## config.mk

```make
export PLATFORM = sky130hd
export DESIGN_NAME = rofm_regs
export DESIGN_NICKNAME = d
export VERILOG_FILES = /design/src/rofm_reg8.v /design/src/rofm_regs.v
export VERILOG_INCLUDE_DIRS = /design/src /design/src/src
export SDC_FILE = /design/constraint.sdc
export NUM_CORES = 1
export LEC_CHECK = 0
export ABC_AREA = 1
export BUFFER_PORTS_ARGS = -buffer_cell sky130_fd_sc_hd__buf_2
export CORE_ASPECT_RATIO = 1.4
export CORE_MARGIN = 2
export CORE_UTILIZATION = 48
export CTS_CLUSTER_DIAMETER = 40
export DETAILED_ROUTE_END_ITERATION = 12
export PLACE_DENSITY = 0.76
export SLEW_MARGIN = 20
export SYNTH_ARGS = -nofsm -noshare
export SYNTH_HDL_FRONTEND = slang
export SYNTH_SLANG_ARGS = --single-unit
export TNS_END_PERCENT = 50
```

## constraint.sdc

```tcl
create_clock -name core_clk -period 1.1 [get_ports core_clk]
set_input_delay 0.165 -clock core_clk [delete_from_list [all_inputs] [get_ports core_clk]]
set_output_delay 0.165 -clock core_clk [all_outputs]
set_load 0.02 [all_outputs]
```

## src/rofm_consts.vh

```
// Purpose: Offsets, field positions and reset values for the rail override and fault mask bank
// Assumes: Included by bare name from the design files
// Notes:   Reset values stand in for factory-programmed defaults
`ifndef ROFM_CONSTS_VH
`define ROFM_CONSTS_VH

// ****************************************************************
// Register offsets
// ****************************************************************
`define ROFM_OFS_OVERRIDE_FIRST   8'ha0
`define ROFM_OFS_OVERRIDE_LEVEL   8'ha1
`define ROFM_OFS_FAULT_MASK_FIRST 8'ha2

// ****************************************************************
// Field positions
// ****************************************************************
`define ROFM_BIT_LDO_TWO      7
`define ROFM_BIT_SWITCH_A     6
`define ROFM_BIT_TERMINATION  3
`define ROFM_BIT_SWITCH_B2    2
`define ROFM_BIT_SWITCH_B1    1
`define ROFM_BIT_LDO_THREE    0
`define ROFM_BIT_OUT_FOUR     7
`define ROFM_BIT_OUT_THREE    6
`define ROFM_BIT_OUT_TWO      5
`define ROFM_BIT_OUT_ONE      4

// ****************************************************************
// Reset values
// ****************************************************************
`define ROFM_RST_OVERRIDE_FIRST   8'h00
`define ROFM_RST_OVERRIDE_LEVEL   8'h10
`define ROFM_RST_FAULT_MASK_FIRST 8'hc0

`endif

```

## src/rofm_reg8.v

```verilog
// Purpose: One 8-bit read/write register with a per-bit write mask
// Assumes: Synchronous active-low reset on core_clk
// Notes:   Read data come straight from the flip-flops
`timescale 1ns/100ps

module rofm_reg8 #(
  parameter [7:0] RESET_VALUE = 8'h00
) (
  input  wire       core_clk,
  input  wire       nrst,
  input  wire       wr_en,
  input  wire [7:0] wr_mask,
  input  wire [7:0] wr_data,
  output reg  [7:0] q
);

  // ****************************************************************
  // Storage
  // ****************************************************************
  // Masked bits keep their old value so ignored writes leave no trace
  always @(posedge core_clk) begin
    if (!nrst) begin
      q <= RESET_VALUE;
    end else if (wr_en) begin
      q <= (q & ~wr_mask) | (wr_data & wr_mask);
    end
  end

endmodule

```

## src/rofm_regs.v

```verilog
// Contract
// Override clear: rail follows pin or power-good
// Override set forces rail on, unless disabled
// Disable bit zero turns rail off, wins
// First override: ldo two, switch a, stepdowns
// Second override: termination, switch b2, b1, ldo3
// Output level bit drives pin low/high
// Output four level only when open-drain
// Output three, two, one levels at bits 6-4
// Unused output level bits ignore writes
// Unmasked rail fault shuts device down
// First fault mask: ldo two, switch a, stepdowns
// Offsets a1h and a2h, read/write, factory reset
// Enable equals request or override, and disable
//
// Purpose: Rail override, general output level and fault mask register bank
// Assumes: Serial-bus engine outside gives decoded byte writes and reads on core_clk
// Notes:   Pin requests, power-good and fault inputs come from other clock domains
//          Level bits of pins that cannot drive are write protected
//          A latched shutdown only clears through nrst
`timescale 1ns/100ps
`include "rofm_consts.vh"

module rofm_regs #(
  parameter [3:0] OUT_IS_OUTPUT    = 4'hf,
  parameter [3:0] OUT_IS_OPEN_DRN  = 4'h8
) (
  input  wire        core_clk,
  input  wire        nrst,
  input  wire        reg_wr,
  input  wire        reg_rd,
  input  wire [7:0]  reg_addr,
  input  wire [7:0]  reg_wdata,
  output reg  [7:0]  reg_rdata,
  output reg         reg_hit,
  input  wire [7:0]  rail_request_first,
  input  wire [3:0]  rail_request_second,
  input  wire [7:0]  rail_disable_n_first,
  input  wire [3:0]  rail_disable_n_second,
  input  wire [7:0]  rail_fault_first,
  output reg  [7:0]  rail_enable_first,
  output reg  [3:0]  rail_enable_second,
  output reg  [3:0]  general_output_o,
  output reg  [3:0]  general_output_oe,
  output reg         shutdown_request
);

  // ****************************************************************
  // Address decode
  // ****************************************************************
  // Register select codes; zero means the address hit nothing
  localparam [1:0] SEL_NONE       = 2'h0;
  localparam [1:0] SEL_OVERRIDE   = 2'h1;
  localparam [1:0] SEL_LEVEL      = 2'h2;
  localparam [1:0] SEL_FAULT_MASK = 2'h3;

  // Factory pin modes of the general outputs
  localparam [1:0] PIN_UNUSED     = 2'h0;
  localparam [1:0] PIN_OPEN_DRAIN = 2'h1;
  localparam [1:0] PIN_PUSH_PULL  = 2'h2;

  // Shared by write strobes and read mux
  function [1:0] rofm_decode;
    input [7:0] addr;
    begin
      case (addr)
        `ROFM_OFS_OVERRIDE_FIRST:   rofm_decode = SEL_OVERRIDE;
        `ROFM_OFS_OVERRIDE_LEVEL:   rofm_decode = SEL_LEVEL;
        `ROFM_OFS_FAULT_MASK_FIRST: rofm_decode = SEL_FAULT_MASK;
        default:                    rofm_decode = SEL_NONE;
      endcase
    end
  endfunction

  // Shared by write protection and pin drivers, so both agree on each pin
  // Output four can only pull low, so a push-pull setting there leaves it unused
  function [1:0] rofm_pin_mode;
    input integer idx;
    begin
      if (!OUT_IS_OUTPUT[idx]) begin
        rofm_pin_mode = PIN_UNUSED;
      end else if (OUT_IS_OPEN_DRN[idx]) begin
        rofm_pin_mode = PIN_OPEN_DRAIN;
      end else if (idx == 3) begin
        rofm_pin_mode = PIN_UNUSED;
      end else begin
        rofm_pin_mode = PIN_PUSH_PULL;
      end
    end
  endfunction

  wire [1:0] sel;
  wire [7:0] override_first;
  wire [7:0] override_level;
  wire [7:0] fault_mask_first;
  wire [7:0] level_wr_mask;
  wire [3:0] level_keep;
  wire       wr_override_first;
  wire       wr_override_level;
  wire       wr_fault_mask_first;

  assign sel = rofm_decode(reg_addr);

  // One strobe per register; a miss strobes none, so unmapped writes vanish
  assign wr_override_first   = reg_wr && (sel == SEL_OVERRIDE);
  assign wr_override_level   = reg_wr && (sel == SEL_LEVEL);
  assign wr_fault_mask_first = reg_wr && (sel == SEL_FAULT_MASK);

  // Level bits of pins that cannot drive refuse writes
  genvar m;
  generate
    for (m = 0; m < 4; m = m + 1) begin : gen_keep
      assign level_keep[m] = (rofm_pin_mode(m) != PIN_UNUSED);
    end
  endgenerate

  // Override nibble is always writable
  assign level_wr_mask = {level_keep, 4'hf};

  // ****************************************************************
  // Registers
  // ****************************************************************
  // First override: bit 7 ldo two, bit 6 switch a, bits 5-0 stepdowns
  rofm_reg8 #(
    .RESET_VALUE (`ROFM_RST_OVERRIDE_FIRST)
  ) u_override_first (
    .core_clk (core_clk),
    .nrst     (nrst),
    .wr_en    (wr_override_first),
    .wr_mask  (8'hff),
    .wr_data  (reg_wdata),
    .q        (override_first)
  );

  // Combined register: output levels high nibble, overrides low nibble
  rofm_reg8 #(
    .RESET_VALUE (`ROFM_RST_OVERRIDE_LEVEL)
  ) u_override_level (
    .core_clk (core_clk),
    .nrst     (nrst),
    .wr_en    (wr_override_level),
    .wr_mask  (level_wr_mask),
    .wr_data  (reg_wdata),
    .q        (override_level)
  );

  // Fault mask: bit 7 ldo two, bit 6 switch a, bits 5-0 stepdowns
  rofm_reg8 #(
    .RESET_VALUE (`ROFM_RST_FAULT_MASK_FIRST)
  ) u_fault_mask_first (
    .core_clk (core_clk),
    .nrst     (nrst),
    .wr_en    (wr_fault_mask_first),
    .wr_mask  (8'hff),
    .wr_data  (reg_wdata),
    .q        (fault_mask_first)
  );

  // ****************************************************************
  // Input synchronisers
  // ****************************************************************
  // Pins and analog comparators are asynchronous; two stages each
  reg [31:0] sync_meta;
  reg [31:0] sync_q;
  wire [31:0] sync_in;

  assign sync_in = {rail_request_first, rail_request_second, rail_disable_n_first,
                    rail_disable_n_second, rail_fault_first};

  always @(posedge core_clk) begin
    if (!nrst) begin
      sync_meta <= 32'h00000000;
      sync_q    <= 32'h00000000;
    end else begin
      sync_meta <= sync_in;
      sync_q    <= sync_meta;
    end
  end

  wire [7:0] req_first;
  wire [3:0] req_second;
  wire [7:0] dis_n_first;
  wire [3:0] dis_n_second;
  wire [7:0] fault_first;

  assign req_first    = sync_q[31:24];
  assign req_second   = sync_q[23:20];
  assign dis_n_first  = sync_q[19:12];
  assign dis_n_second = sync_q[11:8];
  assign fault_first  = sync_q[7:0];

  // ****************************************************************
  // Rail enables
  // ****************************************************************
  // Override forces on, the disable input has the last word
  wire [7:0] next_enable_first;
  wire [3:0] next_enable_second;
  wire [3:0] override_second;

  assign override_second    = override_level[`ROFM_BIT_TERMINATION:`ROFM_BIT_LDO_THREE];
  assign next_enable_first  = (req_first | override_first) & dis_n_first;
  assign next_enable_second = (req_second | override_second) & dis_n_second;

  // Re-evaluated every cycle, so a write takes effect the next edge
  always @(posedge core_clk) begin
    if (!nrst) begin
      rail_enable_first  <= 8'h00;
      rail_enable_second <= 4'h0;
    end else begin
      rail_enable_first  <= next_enable_first; // see R01 see R02
      rail_enable_second <= next_enable_second; // see R01 see R02
    end
  end

  // ****************************************************************
  // General outputs
  // ****************************************************************
  // Open-drain pins only pull low and leave the high level to the pull-up
  wire [3:0] level_bits;
  wire [3:0] next_out;
  wire [3:0] next_oe;

  assign level_bits = override_level[`ROFM_BIT_OUT_FOUR:`ROFM_BIT_OUT_ONE];

  // Unused pins stay released whatever their level bit holds
  genvar p;
  generate
    for (p = 0; p < 4; p = p + 1) begin : gen_pin
      wire [1:0] mode;
      assign mode = rofm_pin_mode(p);
      // Push-pull follows the level; open-drain sinks only for a zero
      assign next_out[p] = (mode == PIN_PUSH_PULL) ? level_bits[p] : 1'b0;
      assign next_oe[p]  = (mode == PIN_PUSH_PULL) ? 1'b1 :
                           ((mode == PIN_OPEN_DRAIN) & ~level_bits[p]); // see R06
    end
  endgenerate

  always @(posedge core_clk) begin
    if (!nrst) begin
      general_output_o  <= 4'h0;
      general_output_oe <= 4'h0;
    end else begin
      general_output_o  <= next_out;
      general_output_oe <= next_oe;
    end
  end

  // ****************************************************************
  // Fault shutdown
  // ****************************************************************
  // A masked rail may fault freely; any other first-group rail trips the device
  wire [7:0] fault_live;

  assign fault_live = fault_first & ~fault_mask_first;

  // Sticky until reset: a shutdown must not release by itself
  always @(posedge core_clk) begin
    if (!nrst) begin
      shutdown_request <= 1'b0;
    end else if (|fault_live) begin
      shutdown_request <= 1'b1;
    end
  end

  // ****************************************************************
  // Read port
  // ****************************************************************
  // Unmapped addresses read zero and drop reg_hit
  reg [7:0] next_rdata;
  reg       next_hit;

  always @* begin
    next_rdata = 8'h00;
    next_hit   = 1'b0;
    case (sel)
      SEL_OVERRIDE: begin
        next_rdata = override_first;
        next_hit   = 1'b1;
      end
      SEL_LEVEL: begin
        next_rdata = override_level;
        next_hit   = 1'b1;
      end
      SEL_FAULT_MASK: begin
        next_rdata = fault_mask_first;
        next_hit   = 1'b1;
      end
      default: begin
        next_rdata = 8'h00;
        next_hit   = 1'b0;
      end
    endcase
  end

  // A write also loads the old value, which the host may simply ignore
  always @(posedge core_clk) begin
    if (!nrst) begin
      reg_rdata <= 8'h00;
      reg_hit   <= 1'b0;
    end else if (reg_rd || reg_wr) begin
      reg_hit   <= next_hit;
      reg_rdata <= next_rdata;
    end
  end

endmodule

```

# Word level (Yosys, flattened, before mapping)
# Cells that the tools add are included.
# totals
regBits,118
latchBits,0
ramBits,0
mem_bits_ro,0
inputBits,52
output_inout_bits,30
elab_cells,37
mem_count,0
# classes
addsub,0
n_mul,0
div,0
n_lt_le_gt_ge,0
n_eq_ne,6
shift,0
muxes,4
bitwise,7
n_reduce_logical,6
# ops
op,count
"== test 8 bit, second input constant",3
case mux 8 bit (3 select lines),1
AND 8 bit,2
NOT 8 bit,1
OR 8 bit,1
OR reduction 8 bit,1
case mux 2 bit (3 select lines),1
AND 4 bit,1
"== test 2 bit, second input constant",2
OR 4 bit,1
logical AND 1 bit,3
two-way mux 3 bit,1
OR reduction 3 bit,1
"== test 2 x 1 -> 1 bit, second input constant",1
logical OR 1 bit,1
two-way mux 1 bit,1
NOT 1 bit,1

# Logic depth before layout (Yosys ltp)
# Gate-level depths: netlist (run 1).
# depth
word_depth,5
mapped_depth,8
ltp_nobuf,8

# Hierarchy
# A second synthesis (run 1) with hierarchy kept.
# hier_totals
cells_unflattened,549
area_unflattened_um2,4152.7
# modules_own_cells
mod,n_inst,cells_per_inst,area_per_inst_um2,seq_area_each_um2
rofm_regs,1,381,3065.4,1821.7
rofm_reg8 (u_override_first),1,58,376.6,160.2
rofm_reg8 (u_override_level),1,56,357.8,160.2
rofm_reg8 (u_fault_mask_first),1,54,352.8,160.2

# Worst setup path before layout (run 1)
# OpenSTA, ideal clock, no wires.
# synth_timing
path_type,input to register
start,input port reg_addr[2]
end,register u_override_first.q[0]
setup_ps,116
arrival_ps,924
t_required_ps,984
path_slack_ps,60
path_stages,8
n_path_buf,0
cell_sequence,inv_1 > nand2_4 > nor2_4 > nand2_4 > nor2_8 > inv_2 > nor2_1 > nor2_1
# synth_via
elab_chain_cells,4
word_cells_on_any_way,6
classes_between,eq/ne (4); mux (1); reduce/logical (1)
# synth_lines
element,line,text
"start, declared",rofm_regs.v:32,"input wire [7:0] reg_addr,"
== test 8 bit,rofm_regs.v:66,case (addr)
case mux 2 bit (3 select lines) *,rofm_regs.v:66,
== test 2 x 1 -> 1 bit *,rofm_regs.v:105,assign wr_override_first = reg_wr && (sel == SEL_OVERRIDE);
logical AND 1 bit *,rofm_regs.v:105,
"end signal, assigned",rofm_reg8.v:25,q <= (q & ~wr_mask) | (wr_data & wr_mask);
"end, declared",rofm_reg8.v:14,output reg [7:0] q
# Every way passes the cells marked *; elsewhere a longest branch is shown, timed or not.
# A chain may end at the register's enable or synchronous reset.

==> impl_results.html, run 1 <==
<table>
<tr><th>Metric</th><th>Value</th></tr>
<tr><th colspan="2">Outcome</th></tr>
<tr><td>Status</td><td>finished, final reports clean</td></tr>
<tr><th colspan="2">Critical path</th></tr>
<tr><td>Total number of cells along the worst setup path</td><td>1</td></tr>
<tr><td>Gate family responsible for the most delay along the worst path</td><td>flip-flops</td></tr>
<tr><td>Endpoint required time on the critical path</td><td>0.94 ns</td></tr>
<tr><td>Total buffers and inverters traversed by the critical path</td><td>1</td></tr>
<tr><td>Delay contributed by the slowest stage of the critical path</td><td>0.34 ns</td></tr>
<tr><td>Critical R2R Launch</td><td>u_fault_mask_first.q[2]</td></tr>
<tr><td>CP endpoint kind</td><td>primary output</td></tr>
<tr><td>Worst Setup Path Type</td><td>flop to primary output</td></tr>
<tr><td>Data arrival time of the critical path</td><td>0.91 ns</td></tr>
<tr><td>Master of the slowest instance on the critical path</td><td>dfxtp_1</td></tr>
<tr><td>Critical path, cell by cell</td><td>buf_2</td></tr>
<tr><td>Worst-path fanout max</td><td>3</td></tr>
<tr><td>CP Launch Point</td><td>general_output_oe[1]</td></tr>
<tr><td>Reg2Reg Depth</td><td>5</td></tr>
<tr><td>Nature of the critical path startpoint</td><td>flop</td></tr>
<tr><th colspan="2">STA</th></tr>
<tr><td>Final WS setup</td><td>0.0276 ns</td></tr>
<tr><td>Sum Neg Setup Slack</td><td>0 ns</td></tr>
<tr><td>Setup violations, final</td><td>0</td></tr>
<tr><td>RSZ-0062 raised after global routing</td><td>no</td></tr>
<tr><td>Final-layout worst hold slack</td><td>around 0.024 ns</td></tr>
<tr><td>Final Hold Violating Endpoints</td><td>0</td></tr>
<tr><td>Final Skew</td><td>about 0.0058 ns</td></tr>
<tr><td>Fmax</td><td>932 MHz</td></tr>
<tr><td>Crit path time final</td><td>1.07 ns</td></tr>
<tr><td>Slew Viols, Final</td><td>0</td></tr>
<tr><td>Tcrit/Tclk final</td><td>97.5%</td></tr>
<tr><th colspan="2">Global routing</th></tr>
<tr><td>Pin count of the biggest net entering global routing</td><td>52</td></tr>
<tr><td>GRT overflow</td><td>0</td></tr>
<tr><td>Antenna violations before repair</td><td>0</td></tr>
<tr><td>Wire length of the first global-routing pass</td><td>14200 um</td></tr>
<tr><td>Number of global-route vias before repair</td><td>3114</td></tr>
<tr><td>Combined global-route utilization of all metal layers</td><td>20.9%</td></tr>
<tr><th colspan="2">Final layout</th></tr>
<tr><td>Final cell count without fillers</td><td>699</td></tr>
<tr><td>Final design instance area without fill</td><td>5250 um2</td></tr>
<tr><td>Fraction of the core area covered by cells at the end of the flow</td><td>65.3%</td></tr>
<tr><td>Count of antenna diodes in the layout</td><td>0</td></tr>
<tr><td>Final net count</td><td>642</td></tr>
<tr><td>Layout cells sized above 1</td><td>approximately 22%</td></tr>
<tr><td>Area added between synthesis and finish</td><td>34.3%</td></tr>
<tr><th colspan="2">Placement</th></tr>
<tr><td>Placement-stage cell area</td><td>~4400 um2</td></tr>
<tr><td>Placed wire-length estimate after detailed placement</td><td>around 5500 um</td></tr>
<tr><td>Final weighted congestion of routability-driven global placement</td><td>0.907</td></tr>
<tr><td>Cell count after placement</td><td>641</td></tr>
<tr><td>Number of port buffers</td><td>80</td></tr>
<tr><td>Dpl ws</td><td>-0.0921 ns</td></tr>
<tr><th colspan="2">Synth</th></tr>
<tr><td>Library cells used by synthesis</td><td>26</td></tr>
<tr><td>Number of warnings reported in the yosys synthesis log</td><td>0</td></tr>
<tr><td>Post-synthesis cell type with the largest combined area</td><td>dfxtp_1</td></tr>
<tr><td>Async set-reset flop share out of synthesis</td><td>0%</td></tr>
<tr><td>Cell types occupying the most area after synthesis</td><td>dfxtp_1 59%, nand2_1 9.5%, inv_1 7.9%, nand3_1 4.6%, nor2_1 4.2%</td></tr>
<tr><td>Number of flops mapped to enable cells by yosys</td><td>0</td></tr>
<tr><td>Synth Register Bits</td><td>between 100 and 150</td></tr>
<tr><td>Area share of the leading cell type in the synthesized netlist</td><td>approximately three fifths</td></tr>
<tr><td>Instance count of the mapped netlist</td><td>466</td></tr>
<tr><td>Most instantiated library cell after synthesis</td><td>dfxtp_1</td></tr>
<tr><td>Mean instance size in the synthesized netlist</td><td>~8.4 um2</td></tr>
<tr><td>Post-synth top cells</td><td>115 x dfxtp_1, 99 x nand2_1, 82 x inv_1</td></tr>
<tr><td>Syn Std Cell Area</td><td>3910 um2</td></tr>
<tr><td>Primary flip-flop cell chosen by synthesis mapping</td><td>dfxtp_1</td></tr>
<tr><td>Synthesized Nets</td><td>518</td></tr>
<tr><td>Sequential fraction of the synthesis area</td><td>58.9%</td></tr>
<tr><th colspan="2">Job</th></tr>
<tr><td>Maxcap violations</td><td>0</td></tr>
<tr><th colspan="2">Hold path</th></tr>
<tr><td>Worst hold path cell count</td><td>3</td></tr>
<tr><td>Source of the worst hold timing path</td><td>reg_wdata[6]</td></tr>
<tr><td>HP Class</td><td>input port to flop</td></tr>
<tr><th colspan="2">Floorplan</th></tr>
<tr><td>Die footprint</td><td>8900 um2</td></tr>
<tr><td>Width of the die</td><td>80.3 um</td></tr>
<tr><td>Effective utilization at floorplan</td><td>between 40 and 50%</td></tr>
<tr><td>IO Pins</td><td>82</td></tr>
<tr><td>Vertical die dimension</td><td>111 um</td></tr>
<tr><td>Rows</td><td>39</td></tr>
<tr><td>Core Box Area</td><td>8050 um2</td></tr>
<tr><th colspan="2">Route</th></tr>
<tr><td>First-pass iteration count of the detailed router</td><td>5</td></tr>
<tr><td>Final wirelength</td><td>8450 um</td></tr>
<tr><td>DRC errors left</td><td>0</td></tr>
<tr><td>Routed length per placed instance</td><td>~12 um</td></tr>
<tr><td>Total via count in the routed design</td><td>3205</td></tr>
<tr><td>Avg Vias per Cell</td><td>4.59</td></tr>
<tr><td>Antenna-violating nets left</td><td>0</td></tr>
<tr><td>Violation count after the first detailed-routing iteration</td><td>217</td></tr>
<tr><th colspan="2">Clocking</th></tr>
<tr><td>Clock insertion delay at the later pin of the skew report</td><td>0.40 ns</td></tr>
<tr><td>Maximum root-to-sink buffer count</td><td>2</td></tr>
<tr><td>Clock net sink count</td><td>115</td></tr>
<tr><td>Postcts setup bufs</td><td>0</td></tr>
<tr><td>Clock tree from TritonCTS</td><td>built</td></tr>
<tr><td>Total CTS buffers</td><td>17</td></tr>
<tr><td>Clock tree root buffer cell</td><td>clkbuf_16</td></tr>
<tr><td>H-tree levels</td><td>4</td></tr>
<tr><td>Clk pin slew, worst setup/hold paths</td><td>~0.050 ns</td></tr>
<tr><th colspan="2">Pwr</th></tr>
<tr><td>Total leakage power</td><td>2.85 nW</td></tr>
<tr><td>Power per standard cell area</td><td>1770 nW/um2</td></tr>
<tr><td>Power Total</td><td>9.32 mW</td></tr>
<tr><td>Worst voltage drop across the vdd grid</td><td>1.42 mV</td></tr>
</table>
==> what timing repair did <==
action	4_1_cts	5_1_grt
endpoints found under the hold margin	32	0
endpoints found under the setup margin	0	2
resized for setup	0	2
hold buffers	32	0
==> final cells by class <==
cell class                      instances  area, um2
Fill cell                             630       2800
Clock inverter                          1       5.00
Timing Repair Buffer                  123        846
Sequential cell                       115       2300
Tap cell                              102        128
Clock buffer                           25        475
Inverter                               87        327
Multi-Input combinational cell        246       1170
==> cells in the final DEF, fill, tap and decap left out, types with 4 or more instances in the layout <==
master           n
buf_4           10
o21ai_0         28
o21ai_1          4
nand2_1         99
clkbuf_16       17
nand3_1         36
a21oi_2          6
buf_2           78
clkbuf_1         6
dfxtp_1        115
dlygate4sd3_1   32
inv_1           82
nor2_1          44
a21oi_1         11
==> path summary, 6_finish.rpt <==
kind	to	slack, ns
worst max-delay path	general_output_oe[2]	0.03
worst max register to register	shutdown_request	0.10
worst min-delay path	u_fault_mask_first.q[6]	0.02
worst min register to register	sync_q[17]	0.40
==> cell families after synthesis <==
group                  share of synthesized area [%]
AO/OA/AOI/OAI                                   7.23
other                                         0.0959
flip-flops                                      58.9
AND/OR/NAND/NOR                                 22.6
buffers and inverters                           11.2
==> state kept, by name, indices dropped and copies added (netlist names) <==
register / count
general_output_o: 3
general_output_oe: 2
rail_enable_first: 8
rail_enable_second: 4
reg_hit: 1
reg_rdata: 8
shutdown_request: 1
sync_meta: 32
sync_q: 32
u_fault_mask_first.q: 8
u_override_first.q: 8
u_override_level.q: 8
==> power by group <==
| group | internal (mW) | switching, mW |
|---|---|---|
| sequential | 4.30 | 0.0343 |
| combinational | 0.245 | 0.275 |
| clock | 2.89 | 1.57 |
| total | 7.44 | 1.88 |
==> per-layer routing <==
layer	GRT usage (%)	routed length, um	part of all wire [%]	up-vias
met5	0	0	0	-
met2	35.9	4410	52	112
met1	23.0	3400	40	1430
met4	9.72	215	2.5	0
li1	-	-	-	1642
met3	6.35	427	5.1	21
No activity file was read; power rests on OpenSTA's default activity.
==> inputs of run 2 (changes only) <==
ABC_AREA = 0   (was 1)
==> run 2 against run 1 <==
  * Clock power is 20% higher
  * The flow now finishes with violations (negative setup slack)
  * Non-clock buffer count up 32
  * Die area shrank 1.7%
==> impl_results.html, run 2 <==
<table>
<tr><th>Metric</th><th>Value</th></tr>
<tr><th colspan="2">Global routing</th></tr>
<tr><td>Wire length of the first global-routing pass</td><td>13600 um</td></tr>
<tr><td>Number of global-route vias before repair</td><td>3072</td></tr>
<tr><td>Combined global-route utilization of all metal layers</td><td>21.1%</td></tr>
<tr><td>Antenna violations before repair</td><td>0</td></tr>
<tr><td>Pin count of the biggest net entering global routing</td><td>57</td></tr>
<tr><td>GRT overflow</td><td>0</td></tr>
<tr><th colspan="2">Clocking</th></tr>
<tr><td>Clock insertion delay at the later pin of the skew report</td><td>0.51 ns</td></tr>
<tr><td>Clk pin slew, worst setup/hold paths</td><td>0.06 ns</td></tr>
<tr><td>H-tree levels</td><td>4</td></tr>
<tr><td>Maximum root-to-sink buffer count</td><td>2</td></tr>
<tr><td>Total CTS buffers</td><td>17</td></tr>
<tr><td>Clock tree root buffer cell</td><td>clkbuf_8</td></tr>
<tr><td>Clock tree from TritonCTS</td><td>built</td></tr>
<tr><td>Clock net sink count</td><td>115</td></tr>
<tr><th colspan="2">Synth</th></tr>
<tr><td>Number of flops mapped to enable cells by yosys</td><td>0</td></tr>
<tr><td>Cell types occupying the most area after synthesis</td><td>dfxtp_1 60%, and2_1 11%, mux2i_1 5.7%, o211a_1 3.1%, nand2_1 2.9%</td></tr>
<tr><td>Synth Register Bits</td><td>115</td></tr>
<tr><td>Post-synth top cells</td><td>115 x dfxtp_1, 65 x and2_1, 30 x nand2_1</td></tr>
<tr><td>Synthesized Nets</td><td>between 300 and 400</td></tr>
<tr><td>Most instantiated library cell after synthesis</td><td>dfxtp_1</td></tr>
<tr><td>Post-synthesis cell type with the largest combined area</td><td>dfxtp_1</td></tr>
<tr><td>Async set-reset flop share out of synthesis</td><td>0%</td></tr>
<tr><td>Number of warnings reported in the yosys synthesis log</td><td>0</td></tr>
<tr><td>Sequential fraction of the synthesis area</td><td>about three fifths</td></tr>
<tr><td>Library cells used by synthesis</td><td>32</td></tr>
<tr><td>Area share of the leading cell type in the synthesized netlist</td><td>60.0%</td></tr>
<tr><td>Primary flip-flop cell chosen by synthesis mapping</td><td>dfxtp_1</td></tr>
<tr><td>Mean instance size in the synthesized netlist</td><td>11.3 um2</td></tr>
<tr><td>Syn Std Cell Area</td><td>~3800 um2</td></tr>
<tr><td>Instance count of the mapped netlist</td><td>340</td></tr>
<tr><th colspan="2">STA</th></tr>
<tr><td>Tcrit/Tclk final</td><td>106%</td></tr>
<tr><td>Setup violations, final</td><td>35</td></tr>
<tr><td>RSZ-0062 raised after global routing</td><td>yes</td></tr>
<tr><td>Sum Neg Setup Slack</td><td>-0.771 ns</td></tr>
<tr><td>Final Skew</td><td>roughly 0.0093 ns</td></tr>
<tr><td>Final-layout worst hold slack</td><td>0.0209 ns</td></tr>
<tr><td>Final Hold Violating Endpoints</td><td>0</td></tr>
<tr><td>Crit path time final</td><td>approximately 1.2 ns</td></tr>
<tr><td>Fmax</td><td>855 MHz</td></tr>
<tr><td>Final WS setup</td><td>-0.0701 ns</td></tr>
<tr><td>Slew Viols, Final</td><td>0</td></tr>
<tr><th colspan="2">Floorplan</th></tr>
<tr><td>Die footprint</td><td>8740 um2</td></tr>
<tr><td>Effective utilization at floorplan</td><td>49.5%</td></tr>
<tr><td>Core Box Area</td><td>about 7700 um2</td></tr>
<tr><td>Width of the die</td><td>79.6 um</td></tr>
<tr><td>Rows</td><td>38</td></tr>
<tr><td>Vertical die dimension</td><td>110 um</td></tr>
<tr><td>IO Pins</td><td>between 80 and 90</td></tr>
<tr><th colspan="2">Final layout</th></tr>
<tr><td>Largest registers</td><td>sync_meta: 32 flops, sync_q: 32 flops</td></tr>
<tr><td>Final design instance area without fill</td><td>5770 um2</td></tr>
<tr><td>Total area of multi-input combinational cells</td><td>1410 um2</td></tr>
<tr><td>Count of antenna diodes in the layout</td><td>0</td></tr>
<tr><td>Final net count</td><td>544</td></tr>
<tr><td>Layout cells sized above 1</td><td>38.0%</td></tr>
<tr><td>Most frequent cells in the layout</td><td>84 x dfxtp_1, 65 x and2_1, 51 x buf_2</td></tr>
<tr><td>FF+latch area</td><td>2340 um2</td></tr>
<tr><td>Filler Cells Inserted</td><td>492</td></tr>
<tr><td>Area added between synthesis and finish</td><td>50.3%</td></tr>
<tr><td>Commonest non-fill, non-tap cell in the layout</td><td>dfxtp_1</td></tr>
<tr><th colspan="2">Critical path</th></tr>
<tr><td>Worst-path fanout max</td><td>2</td></tr>
<tr><td>Critical path, cell by cell</td><td>mux2_4, a222oi_1, nor3_1</td></tr>
<tr><td>Gate family responsible for the most delay along the worst path</td><td>flip-flops</td></tr>
<tr><td>Nature of the critical path startpoint</td><td>flop</td></tr>
<tr><td>Master of the slowest instance on the critical path</td><td>dfxtp_2</td></tr>
<tr><td>Delay contributed by the slowest stage of the critical path</td><td>0.32 ns</td></tr>
<tr><td>Endpoint required time on the critical path</td><td>1.46 ns</td></tr>
<tr><td>Data arrival time of the critical path</td><td>1.53 ns</td></tr>
<tr><td>Total buffers and inverters traversed by the critical path</td><td>0</td></tr>
<tr><td>CP endpoint kind</td><td>flop</td></tr>
<tr><td>Worst Setup Path Type</td><td>flop to flop</td></tr>
<tr><th colspan="2">Route</th></tr>
<tr><td>Antenna-violating nets left</td><td>0</td></tr>
<tr><td>Routed length per placed instance</td><td>around 14 um</td></tr>
<tr><td>Violation count after the first detailed-routing iteration</td><td>181</td></tr>
<tr><td>DRC errors left</td><td>0</td></tr>
<tr><td>Total via count in the routed design</td><td>between 2000 and 3000</td></tr>
<tr><td>Final wirelength</td><td>8680 um</td></tr>
<tr><td>Avg Vias per Cell</td><td>about 4.9</td></tr>
<tr><td>First-pass iteration count of the detailed router</td><td>6</td></tr>
<tr><th colspan="2">Pwr</th></tr>
<tr><td>Power per standard cell area</td><td>1770 nW/um2</td></tr>
<tr><td>Worst voltage drop across the vdd grid</td><td>1.32 mV</td></tr>
<tr><td>Power Total</td><td>~10 mW</td></tr>
<tr><td>Total leakage power</td><td>between 2 and 3 nW</td></tr>
<tr><th colspan="2">Placement</th></tr>
<tr><td>Placed wire-length estimate after detailed placement</td><td>5240 um</td></tr>
<tr><td>Dpl ws</td><td>-0.301 ns</td></tr>
<tr><td>Final weighted congestion of routability-driven global placement</td><td>0.813</td></tr>
<tr><td>Number of port buffers</td><td>80</td></tr>
<tr><td>Placement-stage cell area</td><td>around 4500 um2</td></tr>
<tr><th colspan="2">Outcome</th></tr>
<tr><td>Violated checks</td><td>negative setup slack</td></tr>
<tr><td>Status</td><td>finished with violations</td></tr>
<tr><th colspan="2">Job</th></tr>
<tr><td>Maxcap violations</td><td>0</td></tr>
<tr><th colspan="2">Hold path</th></tr>
<tr><td>HP Class</td><td>input port to flop</td></tr>
</table>
## run 2: cell type report
class	instances	area share (%)
well taps	100	2.17
flip-flops and latches	115	40.6
inverters	9	0.585
repair buffers	155	21.9
clock inverters	13	2.77
clock buffers	19	7.48
multi-input cells	194	24.5
## run 2: path summary, 6_finish.rpt
check        slack [ns]                       to                   from  depth (start not counted)
min reg2reg        0.43                sync_q[7]           sync_meta[7]                          1
max reg2reg       -0.07             reg_rdata[2]  u_override_first.q[2]                          3
min                0.02  u_fault_mask_first.q[2]           reg_wdata[2]                          3
max               -0.07             reg_rdata[2]  u_override_first.q[2]                          3
## run 2: where the power goes
part	internal [mW]	switching [mW]	total [mW]
registers	4.29	0.0338	4.33
logic	0.319	0.252	0.571
clock network	3.49	1.85	5.34
## run 2: metal layers
metal / share of wire, % / wire (um) / global-route usage, %
met2: 53 / 4640 / 37.2
met4: 3.6 / 314 / 13.8
met3: 5.0 / 430 / 6.81
met5: 0 / 0 / 0
met1: 38 / 3300 / 21.0
## run 2: logic make-up after synthesis
logic type	count (synthesis)	synth area share [%]
buffers and inverters	31	3.78
flip-flops	115	60.0
other	1	0.0977
AND/OR/NAND/NOR	125	19.2
AO/OA/AOI/OAI	38	8.93
multiplexers	30	8.08
## run 2: tightest hold or removal path: cells and delay by family
kind / cells / cell delay [ns]
AND/OR/NAND/NOR: 1 / 0.13
buffers and inverters: 1 / 0.10
multiplexers: 1 / 0.09
## run 2: what timing repair did
item,4_1_cts,5_1_grt
buffers inserted,8,0
endpoints found under the setup margin,31,38
resized for setup,84,12
hold endpoints to repair,49,0
pin swaps,0,1
hold buffers,38,0
## run 2: metrics by stage
stage	instances	util (%)
finish	605	74.5
global route	605	74.5
CTS	605	74.1
detailed placement	527	58.0
global placement	527	58.0
floorplan	340	-
